## src/core/phy_self_status_cfg.svh

```systemverilog
// Purpose: Constants for the self status register block.
// Assumes: Included by its bare name; definitions only.
// Notes:   Bit positions refer to the 16-bit self status word.
// What this block does
// - Lock bit shows live descrambler synchronisation.
// - Optionally force carrier sense low after timeout.
// - Fault machines enabled when enable set, autoneg clear.
// - Integrity bit set and latched on instability.
// - Reading this register clears latched integrity bit.
// - Address field loaded from straps at reset.
// - Answer management frames only at own address.
`ifndef PHY_SELF_STATUS_CFG_SVH
`define PHY_SELF_STATUS_CFG_SVH

// Register index of the self status register.
`define SELF_STATUS_REG_ADDR 5'h19
// Field positions inside the 16-bit word.
`define BIT_DSC_LOCK   4'hC
`define BIT_CRS_TMO    4'hB
`define BIT_AN_EN      4'hA
`define BIT_FAR_END_FAULT_INDICATION_EN    4'h8
`define BIT_CIM        4'h5
// Reset values of the writable fields before the straps are taken.
`define RST_FAR_END_FAULT_INDICATION_EN    1'h0
`define RST_CRS_TMO    1'h0
`define RST_PHY_ADDR   5'h00
// Management frame constants.
`define PREAMBLE_ONES  6'h20
`define OP_READ        2'h2
`define OP_WRITE       2'h1
`define LAST_DATA_BIT  4'hF
`define LAST_ADDR_BIT  4'h9
// Cycles after reset release before the synchronised straps are taken.
`define STRAP_SETTLE   2'h2

`endif

```

## src/core/phy_self_status_pkg.sv

```systemverilog
// Purpose: Types for the self status register block.
// Assumes: Constants live in phy_self_status_cfg.svh.
// Notes:   Gray codes from MF_PREAMBLE through MF_DATA; the step from MF_DATA back to MF_PREAMBLE is not.
package phy_self_status_pkg;

  // Management frame receiver states.
  typedef enum logic [2:0] {
    MF_PREAMBLE = 3'h0,
    MF_START    = 3'h1,
    MF_OPCODE   = 3'h3,
    MF_ADDRESS  = 3'h2,
    MF_TURN     = 3'h6,
    MF_DATA     = 3'h7
  } mf_state_t;

  // Register word type.
  typedef logic [15:0] word_t;

endpackage

```

## src/core/phy_self_status_register.sv

```systemverilog
// Purpose: Self status register with its management frame slave.
// Assumes: Status inputs are on core_clk_in; MDC, MDIO and straps are pins.
// Notes:   MDC is sampled as a data input, so it must run well below 25 MHz.
`timescale 1ns/1ps
`include "phy_self_status_cfg.svh"

module phy_self_status_register
(
  input  wire logic       core_clk_in,              // Device clock.
  input  wire logic       arst_n_in,                // Async reset, low.
  input  wire logic       mdc_in,                   // Management clock pin.
  input  wire logic       mdio_in,                  // Management data in.
  output logic            mdio_out,                 // Management data out.
  output logic            mdio_oe_out,              // High while driving.
  input  wire logic [4:0] phy_address_straps_in,    // Address strap pins.
  input  wire logic       repeater_strap_in,        // Repeater strap pin.
  input  wire logic       descrambler_lock_in,      // Descrambler in sync.
  input  wire logic       descrambler_timeout_in,   // Timeout pulse.
  input  wire logic       carrier_sense_raw_in,     // Unforced carrier sense.
  input  wire logic       link_unstable_in,         // Instability seen.
  input  wire logic       carrier_integrity_monitor_disable_in, // From 17h.
  input  wire logic       autoneg_enable_status_in, // Autoneg enabled.
  output logic            carrier_sense_out,        // Gated carrier sense.
  output logic            far_end_fault_indication_gen_en_out, // Generate.
  output logic            far_end_fault_indication_det_en_out  // Detect.
);
  import phy_self_status_pkg::*;

  // Pin synchronisers; the first stages are read only by the second.
  logic       mdc_s1_reg, mdc_s2_reg, mdc_s3_reg;
  logic       mdio_s1_reg, mdio_s2_reg;
  logic [5:0] strap_s1_reg, strap_s2_reg;

  // Register fields and control state.
  logic       far_end_fault_indication_en_reg, far_end_fault_indication_en_next;         // Fault enable field.
  logic       crs_tmo_reg, crs_tmo_next;         // Force-CRS control.
  logic [4:0] phy_addr_reg, phy_addr_next;       // Address field.
  logic       cim_reg, cim_next;                 // Latched integrity flag.
  logic       crs_hold_reg, crs_hold_next;       // CRS forced low.
  logic [1:0] strap_cnt_reg, strap_cnt_next;     // Strap settle count.
  logic       strap_done_reg, strap_done_next;   // Straps taken.
  logic       crs_out_reg, gen_en_reg, det_en_reg;

  // Frame receiver state.
  mf_state_t  state_reg, state_next;
  logic [5:0] ones_reg, ones_next;               // Preamble one count.
  logic [3:0] cnt_reg, cnt_next;                 // Bit count in a field.
  logic [1:0] op_reg, op_next;                   // Opcode bits.
  logic [9:0] addr_reg, addr_next;               // PHY and register address.
  logic [15:0] shift_reg, shift_next;            // Data in or out.
  logic       match_reg, match_next;             // Frame is for us.
  logic       oe_reg, oe_next;
  logic       dout_reg, dout_next;

  // Combinational helpers.
  logic       mdc_rise;                          // Sampled MDC rising edge.
  logic       read_clear;                        // Read snapshot this cycle.
  logic       write_commit;                      // Write lands this cycle.
  logic       cim_set;                           // Instability event.
  word_t      status_word;                       // Live read value.
  word_t      write_word;                        // Word as a write commits.

  // Synchronise the pins; straps too, since they may move near reset.
  always_ff @(posedge core_clk_in or negedge arst_n_in)
  begin
    if (!arst_n_in)
    begin
      mdc_s1_reg   <= 1'h0;
      mdc_s2_reg   <= 1'h0;
      mdc_s3_reg   <= 1'h0;
      mdio_s1_reg  <= 1'h1;
      mdio_s2_reg  <= 1'h1;
      strap_s1_reg <= 6'h00;
      strap_s2_reg <= 6'h00;
    end
    else
    begin
      mdc_s1_reg   <= mdc_in;
      mdc_s2_reg   <= mdc_s1_reg;
      mdc_s3_reg   <= mdc_s2_reg;
      mdio_s1_reg  <= mdio_in;
      mdio_s2_reg  <= mdio_s1_reg;
      strap_s1_reg <= {repeater_strap_in, phy_address_straps_in};
      strap_s2_reg <= strap_s1_reg;
    end
  end

  // Edge of the synchronised MDC, built only from the later stages.
  assign mdc_rise = mdc_s2_reg & ~mdc_s3_reg;

  // Full write word at the 16th data edge: 15 shifted bits plus the last.
  // A named net is needed because a concatenation cannot be indexed.
  assign write_word = {shift_reg[14:0], mdio_s2_reg};

  // Live read value; unlisted bits read as zero.
  always_comb
  begin
    status_word                = 16'h0000;
    status_word[`BIT_DSC_LOCK] = descrambler_lock_in;
    status_word[`BIT_CRS_TMO]  = crs_tmo_reg;
    status_word[`BIT_AN_EN]    = autoneg_enable_status_in;
    status_word[`BIT_FAR_END_FAULT_INDICATION_EN]  = far_end_fault_indication_en_reg;
    status_word[`BIT_CIM]      = cim_reg;
    status_word[4:0]           = phy_addr_reg;
  end

  // Frame receiver: preamble, start, opcode, addresses, turnaround, data.
  always_comb
  begin
    state_next   = state_reg;
    ones_next    = ones_reg;
    cnt_next     = cnt_reg;
    op_next      = op_reg;
    addr_next    = addr_reg;
    shift_next   = shift_reg;
    match_next   = match_reg;
    oe_next      = oe_reg;
    dout_next    = dout_reg;
    read_clear   = 1'h0;
    write_commit = 1'h0;
    if (mdc_rise)
    begin
      case (state_reg)
        MF_PREAMBLE:
        begin
          // A zero after a full preamble is the first start bit.
          if (mdio_s2_reg)
            ones_next = (ones_reg == `PREAMBLE_ONES) ? ones_reg
                                                     : ones_reg + 6'h01;
          else
          begin
            if (ones_reg == `PREAMBLE_ONES)
              state_next = MF_START;
            ones_next = 6'h00;
          end
        end
        MF_START:
        begin
          // The second start bit must be one, else hunt again.
          state_next = mdio_s2_reg ? MF_OPCODE : MF_PREAMBLE;
          cnt_next   = 4'h0;
        end
        MF_OPCODE:
        begin
          op_next  = {op_reg[0], mdio_s2_reg};
          cnt_next = cnt_reg + 4'h1;
          if (cnt_reg == 4'h1)
          begin
            state_next = MF_ADDRESS;
            cnt_next   = 4'h0;
          end
        end
        MF_ADDRESS:
        begin
          addr_next = {addr_reg[8:0], mdio_s2_reg};
          cnt_next  = cnt_reg + 4'h1;
          if (cnt_reg == `LAST_ADDR_BIT)
          begin
            // Only our own address and register are answered.
            match_next = (addr_reg[8:4] == phy_addr_reg) &&
                         ({addr_reg[3:0], mdio_s2_reg} ==
                          `SELF_STATUS_REG_ADDR);
            state_next = MF_TURN;
            cnt_next   = 4'h0;
          end
        end
        MF_TURN:
        begin
          cnt_next = cnt_reg + 4'h1;
          if (cnt_reg == 4'h0)
          begin
            // Drive the second turnaround bit low on a read.
            if (match_reg && op_reg == `OP_READ)
            begin
              oe_next    = 1'h1;
              dout_next  = 1'h0;
              shift_next = status_word;
              read_clear = 1'h1;
            end
          end
          else
          begin
            state_next = MF_DATA;
            cnt_next   = 4'h0;
            dout_next  = shift_reg[15];
            shift_next = {shift_reg[14:0], 1'h0};
          end
        end
        MF_DATA:
        begin
          cnt_next = cnt_reg + 4'h1;
          if (oe_reg)
          begin
            dout_next  = shift_reg[15];
            shift_next = {shift_reg[14:0], 1'h0};
          end
          else
            shift_next = {shift_reg[14:0], mdio_s2_reg};
          if (cnt_reg == `LAST_DATA_BIT)
          begin
            oe_next      = 1'h0;
            state_next   = MF_PREAMBLE;
            ones_next    = 6'h00;
            write_commit = match_reg && (op_reg == `OP_WRITE);
          end
        end
        default:
        begin
          state_next = MF_PREAMBLE;
          oe_next    = 1'h0;
        end
      endcase
    end
  end

  // Register fields, latched flag, straps and carrier sense forcing.
  always_comb
  begin
    far_end_fault_indication_en_next    = far_end_fault_indication_en_reg;
    crs_tmo_next    = crs_tmo_reg;
    phy_addr_next   = phy_addr_reg;
    strap_cnt_next  = strap_cnt_reg;
    strap_done_next = strap_done_reg;
    crs_hold_next   = crs_hold_reg;
    // Straps are taken once the synchroniser holds post-reset levels.
    if (!strap_done_reg)
    begin
      strap_cnt_next = strap_cnt_reg + 2'h1;
      if (strap_cnt_reg == `STRAP_SETTLE)
      begin
        phy_addr_next   = strap_s2_reg[4:0];
        crs_tmo_next    = ~strap_s2_reg[5];
        strap_done_next = 1'h1;
      end
    end
    // Only the writable fields take write data.
    if (write_commit)
    begin
      crs_tmo_next  = write_word[`BIT_CRS_TMO];
      far_end_fault_indication_en_next  = write_word[`BIT_FAR_END_FAULT_INDICATION_EN];
      phy_addr_next = write_word[4:0];
    end
    // Hold CRS low from a timeout until lock returns.
    if (descrambler_lock_in)
      crs_hold_next = 1'h0;
    else if (descrambler_timeout_in && crs_tmo_reg)
      crs_hold_next = 1'h1;
    // A new instability wins over the clear from a read.
    cim_set  = link_unstable_in && !carrier_integrity_monitor_disable_in;
    cim_next = cim_set ? 1'h1 : (read_clear ? 1'h0 : cim_reg);
  end

  // Register all state; outputs come straight from these flops.
  always_ff @(posedge core_clk_in or negedge arst_n_in)
  begin
    if (!arst_n_in)
    begin
      state_reg      <= MF_PREAMBLE;
      ones_reg       <= 6'h00;
      cnt_reg        <= 4'h0;
      op_reg         <= 2'h0;
      addr_reg       <= 10'h000;
      shift_reg      <= 16'h0000;
      match_reg      <= 1'h0;
      oe_reg         <= 1'h0;
      dout_reg       <= 1'h0;
      far_end_fault_indication_en_reg    <= `RST_FAR_END_FAULT_INDICATION_EN;
      crs_tmo_reg    <= `RST_CRS_TMO;
      phy_addr_reg   <= `RST_PHY_ADDR;
      cim_reg        <= 1'h0;
      crs_hold_reg   <= 1'h0;
      strap_cnt_reg  <= 2'h0;
      strap_done_reg <= 1'h0;
      crs_out_reg    <= 1'h0;
      gen_en_reg     <= 1'h0;
      det_en_reg     <= 1'h0;
    end
    else
    begin
      state_reg      <= state_next;
      ones_reg       <= ones_next;
      cnt_reg        <= cnt_next;
      op_reg         <= op_next;
      addr_reg       <= addr_next;
      shift_reg      <= shift_next;
      match_reg      <= match_next;
      oe_reg         <= oe_next;
      dout_reg       <= dout_next;
      far_end_fault_indication_en_reg    <= far_end_fault_indication_en_next;
      crs_tmo_reg    <= crs_tmo_next;
      phy_addr_reg   <= phy_addr_next;
      cim_reg        <= cim_next;
      crs_hold_reg   <= crs_hold_next;
      strap_cnt_reg  <= strap_cnt_next;
      strap_done_reg <= strap_done_next;
      crs_out_reg    <= carrier_sense_raw_in & ~crs_hold_next;
      gen_en_reg     <= far_end_fault_indication_en_next & ~autoneg_enable_status_in;
      det_en_reg     <= far_end_fault_indication_en_next & ~autoneg_enable_status_in;
    end
  end

  assign mdio_out                            = dout_reg;
  assign mdio_oe_out                         = oe_reg;
  assign carrier_sense_out                   = crs_out_reg;
  assign far_end_fault_indication_gen_en_out = gen_en_reg;
  assign far_end_fault_indication_det_en_out = det_en_reg;
endmodule // phy_self_status_register

```

## config.mk

```make
export PLATFORM = sky130hd
export DESIGN_NAME = phy_self_status_register
export DESIGN_NICKNAME = d
export VERILOG_FILES = /design/src/core/phy_self_status_pkg.sv /design/src/core/phy_self_status_register.sv
export VERILOG_INCLUDE_DIRS = /design/src /design/src/core
export SDC_FILE = /design/constraint.sdc
export NUM_CORES = 1
export LEC_CHECK = 0
export BUFFER_PORTS_ARGS = -buffer_cell sky130_fd_sc_hd__buf_2
export CORE_UTILIZATION = 42
export CTS_BUF_LIST = sky130_fd_sc_hd__clkbuf_4 sky130_fd_sc_hd__clkbuf_8
export DETAILED_ROUTE_END_ITERATION = 16
export GPL_TIMING_DRIVEN = 0
export PLACE_DENSITY = 0.67
export SLEW_MARGIN = 25
export SYNTH_ARGS = -nofsm -noshare
export SYNTH_HDL_FRONTEND = slang
export SYNTH_SLANG_ARGS = --single-unit
```

## constraint.sdc

```tcl
create_clock -name core_clk_in -period 1.8 [get_ports core_clk_in]
set_input_delay 0 -clock core_clk_in [delete_from_list [all_inputs] [get_ports core_clk_in]]
set_output_delay 0 -clock core_clk_in [all_outputs]
set_load 0.05 [all_outputs]
```

-- Yosys cells after proc, flatten, opt, wreduce, memory -nomap -nowiden
Index checks and enable logic that the tools add are counted.
- $add $sub $neg: 3
- $mul: 0
- divide/modulo/power cells: 0
- magnitude comparators: 0
- equal/unequal tests: 26
- shifts and indexed selects: 0
- mux-type cells: 48
- bitwise logic cells: 8
- reduce and logical (&&, ||, !) cells: 24
- operators by type and width (kind ; count):
    16-bit two-way mux ; 2
    16-bit case mux with 2 select lines ; 1
    1-bit two-way mux ; 24
    4-bit case mux with 5 select lines ; 1
    3-bit two-way mux ; 6
    6-bit two-way mux ; 3
    2-bit inequality test, second input constant ; 9
    3-bit case mux with 6 select lines ; 1
    5-bit two-way mux ; 3
    4-bit two-way mux ; 3
    6-bit case mux with 2 select lines ; 1
    4-bit equality test, second input constant ; 2
    2-bit AND reduction ; 4
    4-bit AND reduction ; 2
    2-bit nonzero test ; 4
    7-bit AND reduction ; 1
    6-bit by 1-bit adder with 6-bit output, second input constant ; 1
    3-bit by 2-bit equality test with 1-bit output, second input constant ; 2
    3-bit equality test, second input constant ; 2
    6-bit equality test, second input constant ; 1
    3-bit inequality test, second input constant ; 2
    3-bit AND reduction ; 2
    5-bit equality test ; 1
    5-bit equality test, second input constant ; 1
    19 further kinds ; 30
- register bits after elaboration: 74
- bits in latches: 0
- RAM bits: 0
- ROM bits: 0
- bits of input ports: 16
- output and inout port bits: 5
- word-level logic and storage cells: 134
- memories: 0

-- Logic depth before layout (Yosys ltp)
- word-level depth: 8
- depth in mapped cells: 7

-- Worst setup path before layout
OpenSTA, ideal clock, no wires.
- kind: reg2reg
- from: reg cnt_reg[0]
- to: reg det_en_reg, in the netlist far_end_fault_indication_det_en_out
- arrival time: 1.677 ns
- slack: 0.008 ns
- stages on the path, launching flop included: 6
- buffers on the path: 0
- clock period less this slack: 1.792 ns
- cells stage by stage: dfrtp_1 > ha_1 > nand3_2 > or4_4 > mux2_4 > nor2b_4
- longest elaborated chain between the ends: 6
- ends and longest elaborated chain (element ; line ; text):
    start, declared ; phy_self_status_register.sv:47 ; logic [3:0] cnt_reg, cnt_next;
    start signal, assigned ; phy_self_status_register.sv:282 ; cnt_reg <= cnt_next;
    4-bit equality test (no line) ; n/a ;
    1-bit two-way mux ; phy_self_status_register.sv:199 ; if (cnt_reg == `LAST_DATA_BIT)
    1-bit two-way mux ; phy_self_status_register.sv:123 ; case (state_reg)
    1-bit two-way mux ; phy_self_status_register.sv:121 ; if (mdc_rise)
    1-bit two-way mux ; phy_self_status_register.sv:237 ; if (write_commit)
    via far_end_fault_indication_en_next ; phy_self_status_register.sv:35 ; logic far_end_fault_indication_en_reg, far_end_fault_indication_en_next;
    1-bit bitwise AND ; phy_self_status_register.sv:298 ; det_en_reg <= far_end_fault_indication_en_next & ~autoneg_enable_status_in;
    end signal, assigned ; phy_self_status_register.sv:298 ;
    end, declared ; phy_self_status_register.sv:42 ; logic crs_out_reg, gen_en_reg, det_en_reg;
The timed path passes the listed nets, and every way through them passes these cells.
A chain may end at the register's enable or synchronous reset.

-- Worst setup path after layout
Same ends and word-level chain as after synthesis.

==> flow_metrics.py <==
metrics = {
    "logic_synthesis": {
        "synthesis.nets": 315,
        "yosys.area.top_type_share_pct": 54.7,
        "synth.lib_cells_used.distinct": 51,
        "synthMostInstantiatedCell": "sky130_fd_sc_hd__dfrtp_1",
        "synth.yosys.seq_area_share_pct": 56.3,
        "yosys-top-cells-count": "72 x sky130_fd_sc_hd__dfrtp_1, 34 x sky130_fd_sc_hd__nand2_1, 22 x sky130_fd_sc_hd__o21ai_0",
        "yosysWarningCount": 0,
        "synth_async_sr_flop_share_pct": 100,
        "netlist_top_cells_area": "sky130_fd_sc_hd__dfrtp_1 55%, sky130_fd_sc_hd__mux2i_1 4.9%, sky130_fd_sc_hd__mux2_2 4.4%, sky130_fd_sc_hd__nand2_1 3.9%, sky130_fd_sc_hd__o21ai_0 3.3%",
        "synthDominantAreaCellType": "sky130_fd_sc_hd__dfrtp_1",
        "ys_seq_elements": 74,
        "synthesis.area_um2": 3290,
        "syn_inst": 293,
        "ys_dominant_reg_cell": "sky130_fd_sc_hd__dfrtp_1",
        "number_of_synthesized_flops_with_an_enable_pin": 0,
        "avgSynthCellArea_um2": 11.2,
    },
    "cts": {
        "clock_sinks": 74,
        "clk_root_buffer_cell": "sky130_fd_sc_hd__clkbuf_8",
        "clock_insertion_delay_worst_skew_ns": 0.35,
        "cts_max_level": 3,
        "clk_path_buf_depth": 2,
        "cts_tree": "built",
        "clkSlewWorstSetupHoldPaths_ns": 0.08,
        "numCtsBuffers": 9,
    },
    "setup_path": {
        "path_class": "reg2reg",
        "critical_path_buf_inv_count": 1,
        "path_cells": "buf_4, ha_4, nand3_4, or4_4, mux2_4, nor2b_4",
        "cp_max_fo": 5,
        "setup_crit_end_kind": "flip-flop",
        "timing.critical_path.required_ns": 2.05,
        "cp_slowest_cell": "sky130_fd_sc_hd__or4_4",
        "start_kind": "flip-flop",
        "timing.critical_path.arrival_ns": 2.09,
        "crit_family": "simple AND/OR/NAND/NOR gates",
        "worst_path_largest_cell_delay_ns": 0.49,
    },
    "routing": {
        "detailroute.via_count": 2325,
        "post_drt_wl_per_cell_um": 14.0,
        "routed_length_on_met3_um": 160,
        "number_of_drc_markers_in_iteration_0": 99,
        "route.layer.met1.wl_um": 3090,
        "detailed_route_wl_um": 6400,
        "via_per_inst": 5.10,
        "first_pass_iters": 4,
        "highest_layer": "met4",
        "ant_nets": 0,
        "met2_length_um": 3030,
        "post-route-drc-count": 0,
    },
    "cells_and_area": {
        "syn2layout_area_growth_pct": 27.9,
        "largest_register_ff_count": 16,
        "finish.net_count": 374,
        "fillCellCount": 623,
        "n_antenna_cell": 0,
        "finish.utilization_pct": 56.8,
        "post_layout_nonfiller_instances": 456,
        "cell_area_after_layout_um2": 4210,
        "proportion_of_layout_cells_with_a_drive_suffix_above_1_pct": 31.7,
    },
    "run_status": {
        "outcome": "complete, but fails checks",
        "violations": "setup timing",
    },
    "global_route": {
        "first_pass_grt_wire_length_um": 10800,
        "first_global_vias": 2236,
        "grt_start_max_net_pins": 49,
        "grt_antenna_before_repair": 0,
        "global_route.usage.total_pct": 16.9,
        "globalRouteOverflowTotal": 0,
    },
    "placed_design": {
        "portBuffers": 20,
        "placer_congestion": 0.807,
        "detailed_place.area_um2": 3550,
        "hpwlAfterDp_um": 3990,
        "placed_cells": 413,
    },
    "job": {
        "cap_violations": 0,
    },
    "worst_hold_path": {
        "min-delay-path-class": "in2async",
    },
    "timing": {
        "period_needed_ns": 1.84,
        "worst_slew_margin_rel_pct": 70.0,
        "fmax_mhz": 544,
        "grt_setup_unrepaired": "true",
        "clock-skew-final_ns": 0.00915,
        "final-hold-violation-count": 0,
        "fin_ws_ns": -0.0382,
        "drv_slew": 0,
        "min_period_over_period_pct": 102,
        "setup_viol_count_final": 14,
        "measured_slew_at_the_worst_slew_check_pin_ns": 0.445,
    },
    "pwr": {
        "leakage_power_total_nw": 1.84,
        "pwr_density_cell_nw_per_um2": 786,
        "power.ir.vdd_worst_v": 0.000408,
        "finalPower_mw": 3.31,
    },
    "floorplan": {
        "start_util_pct": 44.4,
        "placementRows": 31,
        "die-width_um": 90.5,
        "height_of_the_die_um": 90.5,
        "core_um2": 7410,
        "die_area_um2": 8200,
        "io_pins": 21,
    },
}
==> stage by stage <==
step | setup TNS [ns] | setup slack (ns) | hold slack (ns)
after floorplan | 0 | 0.00805 | -0.296
after global placement | -4.16 | -0.238 | 0.105
after detailed placement | -4.38 | -0.238 | -0.0659
after CTS | -0.320 | -0.0395 | 0.0943
after global routing | -1.72 | -0.134 | 0.123
final | -0.186 | -0.0382 | 0.101
==> logic make-up (layout without fill, tap and decap cells) <==
group | count (synthesis) | count (layout) | share of synthesized area [%]
buffers and inverters | 25 | 89 | 3.42
XOR/XNOR | 7 | 7 | 1.86
AO/OA/AOI/OAI | 57 | 57 | 11.1
adder cells (fa/ha/maj) | 6 | 6 | 2.28
multiplexers | 30 | 30 | 9.77
AND/OR/NAND/NOR | 94 | 94 | 15.3
flip-flops | 74 | 74 | 56.3
==> metal layers <==
layer | global-route usage [%] | up-vias
li1 | - | 1134
met1 | 22.9 | 1145
met2 | 25.6 | 36
met3 | 3.20 | 10
met4 | 8.87 | 0
met5 | 0 | -
==> report_power, final <==
part / switching (mW) / total (mW) / leakage, nW / internal (mW)
combinational: 0.0828 / 0.160 / 0.788 / 0.0775
clock: 0.619 / 1.42 / 0.110 / 0.800
sequential: 0.0291 / 1.73 / 0.941 / 1.70
==> final cells by class <==
class,instances,area (um^2),share of cell area [%]
Buffer,12,101,2.41
Clock buffer,10,131,3.12
Clock inverter,6,90.1,2.14
Inverter,12,45.0,1.07
Multi-Input combinational cell,194,1450,34.5
Sequential cell,74,1860,44.1
Tap cell,99,124,2.94
Timing Repair Buffer,49,413,9.80
==> cell usage in the layout (no fill, tap or decap), types with 8 or more instances in the layout <==
master                          synthesis  final
sky130_fd_sc_hd__o21ai_1                2     13
sky130_fd_sc_hd__dlygate4sd3_1          0     15
sky130_fd_sc_hd__o21ai_0               22      8
sky130_fd_sc_hd__a21oi_1               12     11
sky130_fd_sc_hd__clkbuf_8               0      9
sky130_fd_sc_hd__nand2_1               34     23
sky130_fd_sc_hd__mux2_2                13     13
sky130_fd_sc_hd__nand2_2                0     10
sky130_fd_sc_hd__dfrtp_1               72     71
sky130_fd_sc_hd__mux2i_1               16     16
sky130_fd_sc_hd__buf_6                  0     10
sky130_fd_sc_hd__buf_4                  3      9
sky130_fd_sc_hd__inv_1                 12     10
sky130_fd_sc_hd__nor2_1                14     13
sky130_fd_sc_hd__buf_2                  6     21
==> worst paths after layout <==
kind	start	endpoint	slack, ns	cells past startpoint
setup / recovery	cnt_reg[0]	far_end_fault_indication_det_en_out	-0.04	6
hold / removal	arst_n_in	strap_s2_reg[3]	0.10	2
setup reg to reg	cnt_reg[0]	far_end_fault_indication_det_en_out	-0.04	6
hold reg to reg	strap_s1_reg[3]	strap_s2_reg[3]	0.35	0
max in group asynchronous	arst_n_in	mdio_s1_reg	1.10	3
min in group core_clk_in	phy_address_straps_in[4]	strap_s1_reg[4]	0.29	2
==> what timing repair did <==
action,CTS,global route
cloned,4,0
setup buffers,5,4
hold buffers,15,0
pin swaps,12,7
gates resized for setup,49,25
setup endpoints to repair,32,34
endpoints found under the hold margin,86,0
No activity file was read; power rests on OpenSTA's default activity.
